[config.mk]
export PLATFORM = sky130hd
export DESIGN_NAME = crc_engine_flash_autorun
export DESIGN_NICKNAME = d
export VERILOG_FILES = /design/src/hw/crc_engine_pkg.sv /design/src/hw/crc_engine_flash_autorun.sv /design/src/hw/crc_byte_fold.sv
export SDC_FILE = /design/constraint.sdc
export NUM_CORES = 1
export LEC_CHECK = 0
export BUFFER_PORTS_ARGS = -buffer_cell sky130_fd_sc_hd__buf_2
export CELL_PAD_IN_SITES_DETAIL_PLACEMENT = 0
export CELL_PAD_IN_SITES_GLOBAL_PLACEMENT = 2
export CORE_MARGIN = 3
export CORE_UTILIZATION = 37
export DETAILED_ROUTE_END_ITERATION = 8
export PLACE_DENSITY_LB_ADDON = 0.2
export RECOVER_POWER = 50
export REMOVE_ABC_BUFFERS = 1
export SKIP_LAST_GASP = 1
export SLEW_MARGIN = 15
export SYNTH_ARGS = -nofsm -noshare
export SYNTH_HDL_FRONTEND = slang
export SYNTH_SLANG_ARGS = --single-unit
[constraint.sdc]
create_clock -name sys_clk_in -period 3.54 [get_ports sys_clk_in]
set_input_delay 0.531 -clock sys_clk_in [delete_from_list [all_inputs] [get_ports sys_clk_in]]
set_output_delay 0.531 -clock sys_clk_in [all_outputs]
set_load 0.03 [all_outputs]
[src/hw/crc_engine_pkg.sv]
// Contract
// - Each write to the byte input port folds that byte into the result.
// - Result port reads and writes target the byte chosen by the pointer.
// - With autorun enabled, any control register write starts a flash run.
// - Completion flag reads 0 during a run, 1 otherwise; resets to 1.
// - A flash run stalls the CPU, so firmware always sees completion set.
// - First-sector field sets the run start address at field times 1024.
// - Count field sets the run; last sector starts at (first+count)*1024.
// - Upper two bits of the sector count read zero, writes ignored.
// - Bit-reverse register reads back each written byte mirrored.
// - Width select 0 picks 32-bit 0x04c11db7, 1 picks 16-bit 0x1021.
// - Preset strobe loads all zeros or all ones per preset value select.
// - Pointer increments per result access; 16-bit mode aliases codes 2,3.
// - Result holds until preset, overwritten, or updated by input bytes.
package crc_engine_pkg;

   // ==========================================================
   // Register addresses
   localparam logic [7:0] result_port_addr = 8'h91;
   localparam logic [7:0] engine_control_addr = 8'h92;
   localparam logic [7:0] byte_input_addr = 8'h93;
   localparam logic [7:0] bit_reverse_addr = 8'h95;
   localparam logic [7:0] autorun_control_addr = 8'h96;
   localparam logic [7:0] sector_count_addr = 8'h97;

   // ==========================================================
   // Field positions
   localparam int width_sel_bit = 4;
   localparam int preset_strobe_bit = 3;
   localparam int preset_value_bit = 2;
   localparam int autorun_enable_bit = 7;
   localparam int autorun_complete_bit = 6;

   // ==========================================================
   // Reset values and constants
   localparam logic [7:0] engine_control_reset = 8'h00;
   localparam logic [7:0] autorun_control_reset = 8'h40;
   localparam logic [7:0] sector_count_reset = 8'h00;
   localparam logic [7:0] bit_reverse_reset = 8'h00;
   localparam logic [31:0] poly32 = 32'h04c11db7;
   localparam logic [31:0] poly16 = 32'h00001021;
   localparam int sector_addr_bits = 10;
   localparam int flash_addr_width = 17;

   typedef enum logic [1:0] {
      run_idle = 2'b00,
      run_request = 2'b01,
      run_fold = 2'b10
   } run_state_e;

endpackage

[src/hw/crc_engine_flash_autorun.sv]
`timescale 1ns/1ps
module crc_engine_flash_autorun (
   // Clock and reset
   input wire logic sys_clk_in,
   input wire logic rst_n_in,
   // Register port
   input wire logic [7:0] reg_addr_in,
   input wire logic reg_wr_in,
   input wire logic reg_rd_in,
   input wire logic [7:0] reg_wdata_in,
   output logic [7:0] reg_rdata_out,
   // Flash read port
   output logic flash_req_out,
   output logic [16:0] flash_addr_out,
   input wire logic flash_ack_in,
   input wire logic [7:0] flash_data_in,
   // CPU stall
   output logic cpu_stall_out
);
   // ==========================================================
   // State
   logic [31:0] result, next_result;
   logic [4:0] control, next_control;
   logic [7:0] autorun_ctl, next_autorun_ctl;
   logic [5:0] sector_count, next_sector_count;
   logic [7:0] bit_reverse, next_bit_reverse;
   logic [16:0] addr, next_addr;
   logic [16:0] last_addr, next_last_addr;
   logic [7:0] rdata, next_rdata;
   crc_engine_pkg::run_state_e state, next_state;

   logic [31:0] fold_in_crc, fold_out_crc;
   logic [7:0] fold_data;
   logic width16;
   logic [1:0] pointer;
   logic ctl_write;
   logic run_start;
   logic fold_now;
   logic run_last;

   assign width16 = control[crc_engine_pkg::width_sel_bit];
   assign pointer = control[1:0];
   // Control writes only land while the CPU runs
   assign ctl_write = reg_wr_in && state == crc_engine_pkg::run_idle
      && reg_addr_in == crc_engine_pkg::engine_control_addr;
   assign run_start = ctl_write
      && autorun_ctl[crc_engine_pkg::autorun_enable_bit];
   assign fold_now = (state == crc_engine_pkg::run_fold);
   assign run_last = fold_now && addr == last_addr;

   function automatic logic [7:0] mirror(input logic [7:0] b);
      logic [7:0] r;
      for (int i = 0; i < 8; i++) begin
         r[7 - i] = b[i];
      end
      return r;
   endfunction

   // Bit 1 of the pointer is ignored in 16-bit mode
   function automatic logic [1:0] eff_ptr(input logic [1:0] p,
                                          input logic w16);
      return w16 ? {1'b0, p[0]} : p;
   endfunction

   crc_byte_fold u_fold (
      .crc_in(fold_in_crc),
      .data_in(fold_data),
      .width16_in(width16),
      .crc_out(fold_out_crc)
   );

   // ==========================================================
   // Next-state logic
   always_comb begin
      logic [1:0] ep;
      ep = eff_ptr(pointer, width16);
      next_result = result;
      next_control = control;
      next_autorun_ctl = autorun_ctl;
      next_sector_count = sector_count;
      next_bit_reverse = bit_reverse;
      fold_in_crc = result;
      fold_data = reg_wdata_in;
      next_rdata = 8'h00;

      // Reads, taken while the engine is not stalling the CPU
      if (reg_rd_in && state == crc_engine_pkg::run_idle) begin
         case (reg_addr_in)
            crc_engine_pkg::result_port_addr: begin
               next_rdata = result[ep*8 +: 8];
               next_control[1:0] = pointer + 2'b01;
            end
            crc_engine_pkg::engine_control_addr:
               next_rdata = {3'b000, control};
            crc_engine_pkg::byte_input_addr: next_rdata = 8'h00;
            crc_engine_pkg::bit_reverse_addr: next_rdata = bit_reverse;
            crc_engine_pkg::autorun_control_addr:
               next_rdata = autorun_ctl;
            crc_engine_pkg::sector_count_addr:
               next_rdata = {2'b00, sector_count};
            default: next_rdata = 8'h00;
         endcase
      end

      if (reg_wr_in && state == crc_engine_pkg::run_idle) begin
         case (reg_addr_in)
            crc_engine_pkg::result_port_addr: begin
               next_result[ep*8 +: 8] = reg_wdata_in;
               if (width16) begin
                  next_result[31:16] = 16'h0000;
               end
               next_control[1:0] = pointer + 2'b01;
            end
            crc_engine_pkg::engine_control_addr: begin
               next_control = {reg_wdata_in[4], 1'b0,
                               reg_wdata_in[2:0]};
               if (reg_wdata_in[crc_engine_pkg::preset_strobe_bit]) begin
                  next_result = reg_wdata_in[
                     crc_engine_pkg::preset_value_bit] ?
                     (reg_wdata_in[4] ? 32'h0000ffff : 32'hffffffff)
                     : 32'h00000000;
               end
               if (run_start) begin
                  next_autorun_ctl[
                     crc_engine_pkg::autorun_complete_bit] = 1'b0;
               end
            end
            crc_engine_pkg::byte_input_addr: begin
               next_result = fold_out_crc;
            end
            crc_engine_pkg::bit_reverse_addr:
               next_bit_reverse = mirror(reg_wdata_in);
            crc_engine_pkg::autorun_control_addr: begin
               next_autorun_ctl = {reg_wdata_in[7], 1'b1,
                                   reg_wdata_in[5:0]};
            end
            crc_engine_pkg::sector_count_addr:
               next_sector_count = reg_wdata_in[5:0];
            default: ;
         endcase
      end

      // Flash bytes fold in the cycle after their acknowledge
      if (fold_now) begin
         fold_data = flash_data_in;
         next_result = fold_out_crc;
         if (run_last) begin
            next_autorun_ctl[
               crc_engine_pkg::autorun_complete_bit] = 1'b1;
         end
      end
   end

   // ==========================================================
   // Run sequencer next values
   always_comb begin
      logic [16:0] start_addr;
      start_addr = {1'b0, autorun_ctl[5:0], 10'h000};
      next_addr = addr;
      next_last_addr = last_addr;
      next_state = state;
      case (state)
         crc_engine_pkg::run_idle: begin
            if (run_start) begin
               next_addr = start_addr;
               next_last_addr = 17'(start_addr
                  + ({sector_count, 10'h000} + 17'h003ff));
               next_state = crc_engine_pkg::run_request;
            end
         end
         crc_engine_pkg::run_request: begin
            if (flash_ack_in) begin
               next_state = crc_engine_pkg::run_fold;
            end
         end
         crc_engine_pkg::run_fold: begin
            if (run_last) begin
               next_state = crc_engine_pkg::run_idle;
            end else begin
               next_addr = 17'(addr + 17'h00001);
               next_state = crc_engine_pkg::run_request;
            end
         end
         default: next_state = crc_engine_pkg::run_idle;
      endcase
   end

   // ==========================================================
   // Registers
   always_ff @(posedge sys_clk_in) begin
      if (!rst_n_in) begin
         result <= 32'h00000000;
         control <= crc_engine_pkg::engine_control_reset[4:0];
         autorun_ctl <= crc_engine_pkg::autorun_control_reset;
         sector_count <= crc_engine_pkg::sector_count_reset[5:0];
         bit_reverse <= crc_engine_pkg::bit_reverse_reset;
         rdata <= 8'h00;
      end else begin
         result <= next_result;
         control <= next_control;
         autorun_ctl <= next_autorun_ctl;
         sector_count <= next_sector_count;
         bit_reverse <= next_bit_reverse;
         rdata <= next_rdata;
      end
   end

   // ==========================================================
   // Run sequencer registers
   always_ff @(posedge sys_clk_in) begin
      if (!rst_n_in) begin
         addr <= 17'h00000;
         last_addr <= 17'h00000;
         state <= crc_engine_pkg::run_idle;
      end else begin
         addr <= next_addr;
         last_addr <= next_last_addr;
         state <= next_state;
      end
   end

   // ==========================================================
   // Outputs
   assign reg_rdata_out = rdata;
   assign flash_req_out = (state == crc_engine_pkg::run_request);
   assign flash_addr_out = addr;
   // Stall stays up through the final fold
   assign cpu_stall_out = (state != crc_engine_pkg::run_idle);
endmodule

[src/hw/crc_byte_fold.sv]
`timescale 1ns/1ps
module crc_byte_fold (
   // Operands
   input wire logic [31:0] crc_in,
   input wire logic [7:0] data_in,
   input wire logic width16_in,
   // Result
   output logic [31:0] crc_out
);
   // ==========================================================
   // Eight serial steps, MSB first, unreflected
   always_comb begin
      logic [31:0] c;
      logic fb;
      c = crc_in;
      fb = 1'b0;
      for (int i = 7; i >= 0; i--) begin
         if (width16_in) begin
            fb = c[15] ^ data_in[i];
            c = {16'h0000, c[14:0], 1'b0};
            if (fb) begin
               c = c ^ crc_engine_pkg::poly16;
            end
         end else begin
            fb = c[31] ^ data_in[i];
            c = {c[30:0], 1'b0};
            if (fb) begin
               c = c ^ crc_engine_pkg::poly32;
            end
         end
      end
      crc_out = c;
   end
endmodule

==> metrics.txt <==
status=completed; Reg clk slew, reported paths=0.07 ns; kind of critical path=register to register; Critical Path Slowest Stage Cell=xnor2_2; Ys Warns=0; post-DP HPWL=19.25 mm; unrepaired setup endpoints after global routing=no; area leader, netlist=dfxtp_1; Max Slew Vio Count=0; Root Buffer=clkbuf_16; pwr dens=321.6 nW/um^2; ranking of synthesized cells by area=dfxtp_1 (27%), xnor2_1 (9.4%), nand2_1 (5.6%); Mapped Cells=828; antenna violation net count after detailed routing=0; ys async rst share=0; worst min-delay path class=primary input to register; Routed WL=25.80 mm; number of global-route vias before repair=6262; Clock Latency Late Sink=0.35 ns; Critical Path End Type=register; dpl ws=0.2497 ns; initial core utilization=0.3826; Max clock buf depth=2; Peak VDD IR=219.8 uV; Synth Register Bits=93; slew at the pin with the worst max-slew slack=1.350 ns; relative slew slack=0.1003; Worst Path Arrival=3.39 ns; worst setup margin=0.3884 ns; origin of the critical flop-to-flop path=state[0]; sequential cell area fraction in the yosys report=0.2663; Worst R2R Setup Slack=0.39 ns; CTS Buf Count=9; post-route clock period utilization=0.8903; Post-synth EDFFs=0; share of post-route cells with drive strength above 1=0.1285; DR iter-0 viols=512; Final Hold Fails=0; Mapped Area=6990 sq um; global route total overflow=0; Post-CTS Setup Inserts=0; CTS resizes=0; Die H=143.5 um; Worst R2R Path Depth=8; Filler cells=1856; via count=6542; port buffer count=55; Unique masters post-synth=74; Critical path origin=state[0]; IO Pins=56; CP startpoint kind=register; core area=18270 sq um; first-pass iteration count of the detailed router=5; Via density=5.820; top-count cell post-synth=nand2_1; Crit path top cell by count=xnor3_1; Total Routing Usage GR=0.2496; DR DRC count=0; Ant. Diodes=0; Primary FF master, synth=dfxtp_1; skew final=0.01099 ns; Yosys top cell area share=0.2663; Worst Setup EP=fold_in_crc[9]; FP Rows=49; H-tree lvl count=3; # setup viols final=0; worst path cell trace=nor2b_4 > mux2i_2 > xnor2_2 > xnor3_1 > or2_1 > xnor3_1 > o21ai_1 > a21oi_1; CTS tree=built; fin nets=932; leakage power=2.905 nW; CP max FO=8; WL/cell=22.95 um; Post-Syn Area per Cell=8.443 sq um; global-route wire length before repair=38.36 mm; Fin Hold WS=0.4549 ns; top cells by count, synth=nand2_1 (104), dfxtp_1 (93), xnor2_1 (75); Area Growth Syn to Fin=12.76%; full die area=20580 sq um; Sum Neg Setup Slack=0 ns; count of hold-fix buffers inserted at cts=0; fmax=0.3173 GHz; initial antenna violation count=0; Critical Path RT=3.78 ns; GP Congestion=0.9397; largest net degree at the start of global routing=33; total of max-cap violations=0; delay of the slowest cell on the worst path=0.64 ns; RR Endpoint=fold_in_crc[9]; Die W=143.5 um; Sink Count=93; minimum clock period=3.152 ns
## critical path, delay by kind of cell, from the launching register on
family	cells	cell delay, ns
flops	1	0.38
mux	1	0.21
compound gates	2	0.22
simple gates	2	0.74
xor+xnor	3	1.49
## registers in the layout, indices dropped and copies added (netlist names)
signal          cells
flash_addr_out     17
bit_reverse         8
control             4
sector_count        6
reg_rdata_out       8
fold_in_crc        32
state               2
autorun_ctl         8
last_addr           8
## where the power goes
part	internal [mW]	total, mW	switching (mW)
combinational	0.167	0.391	0.224
sequential	1.05	1.05	0.00209
clock	0.628	1.10	0.467
total	1.84	2.53	0.693
## layout make-up
cell class | instances | area (sq um) | share of cell area
Sequential cell | 93 | 1863 | 0.2363
Clock inverter | 6 | 95.09 | 0.01206
Timing Repair Buffer | 96 | 524.3 | 0.06651
Tap cell | 229 | 286.5 | 0.03635
Inverter | 17 | 63.81 | 0.008095
Multi-Input combinational cell | 673 | 4821 | 0.6116
Clock buffer | 10 | 229.0 | 0.02905
## cells in the final DEF, fill, tap and decap left out, types with 12 or more instances in the layout
cell type	count
nand3_1	27
a21boi_0	27
xor2_1	29
a31oi_1	12
a21oi_1	40
nor2b_1	27
buf_2	29
dfxtp_1	92
nor2_1	62
ha_1	12
buf_4	34
nand2_1	104
clkbuf_1	34
nor3_1	12
a22oi_1	29
inv_1	15
o21ai_0	44
xnor2_1	75
## layer usage
layer  global-route usage  vias up  wire length, um
met5                    0        -                0
met4               0.1070        0             1081
met3              0.04459       64             1557
met2               0.3955      245            11820
met1               0.3350     3182            11340
li1                     -     3051                -
## logic make-up after synthesis
| group | count (synthesis) | synth area share |
|---|---|---|
| AND/OR/NAND/NOR | 291 | 0.1990 |
| multiplexers | 23 | 0.05602 |
| flip-flops | 93 | 0.2663 |
| adder cells (fa/ha/maj) | 13 | 0.02434 |
| XOR/XNOR | 126 | 0.1967 |
| buffers and inverters | 62 | 0.04474 |
| AO/OA/AOI/OAI | 220 | 0.2128 |
## stage by stage
stage	total power [mW]	instance area [sq um]	std cells	util
finish	2.535	7883	1124	0.4314
global route	2.618	7883	1124	0.4314
CTS	2.553	7948	1124	0.4350
detailed placement	1.458	7624	1108	0.4173
global placement	1.457	7624	1108	0.4173
floorplan	1.317	6741	783	-
## worst min path at each step
| stage | to | cells past startpoint | slack, ns | startpoint |
|---|---|---|---|---|
| after floorplan | reg_rdata_out[6] | 2 | 0.43 | autorun_ctl[6] |
| after global placement | control[2] | 2 | 0.46 | control[2] |
| after detailed placement | bit_reverse[3] | 2 | 0.47 | bit_reverse[3] |
| after CTS | state[1] | 2 | 0.45 | flash_ack_in |
| after global routing | state[1] | 2 | 0.45 | flash_ack_in |
| final | state[1] | 2 | 0.45 | flash_ack_in |
(Power assumes the default switching activity.)
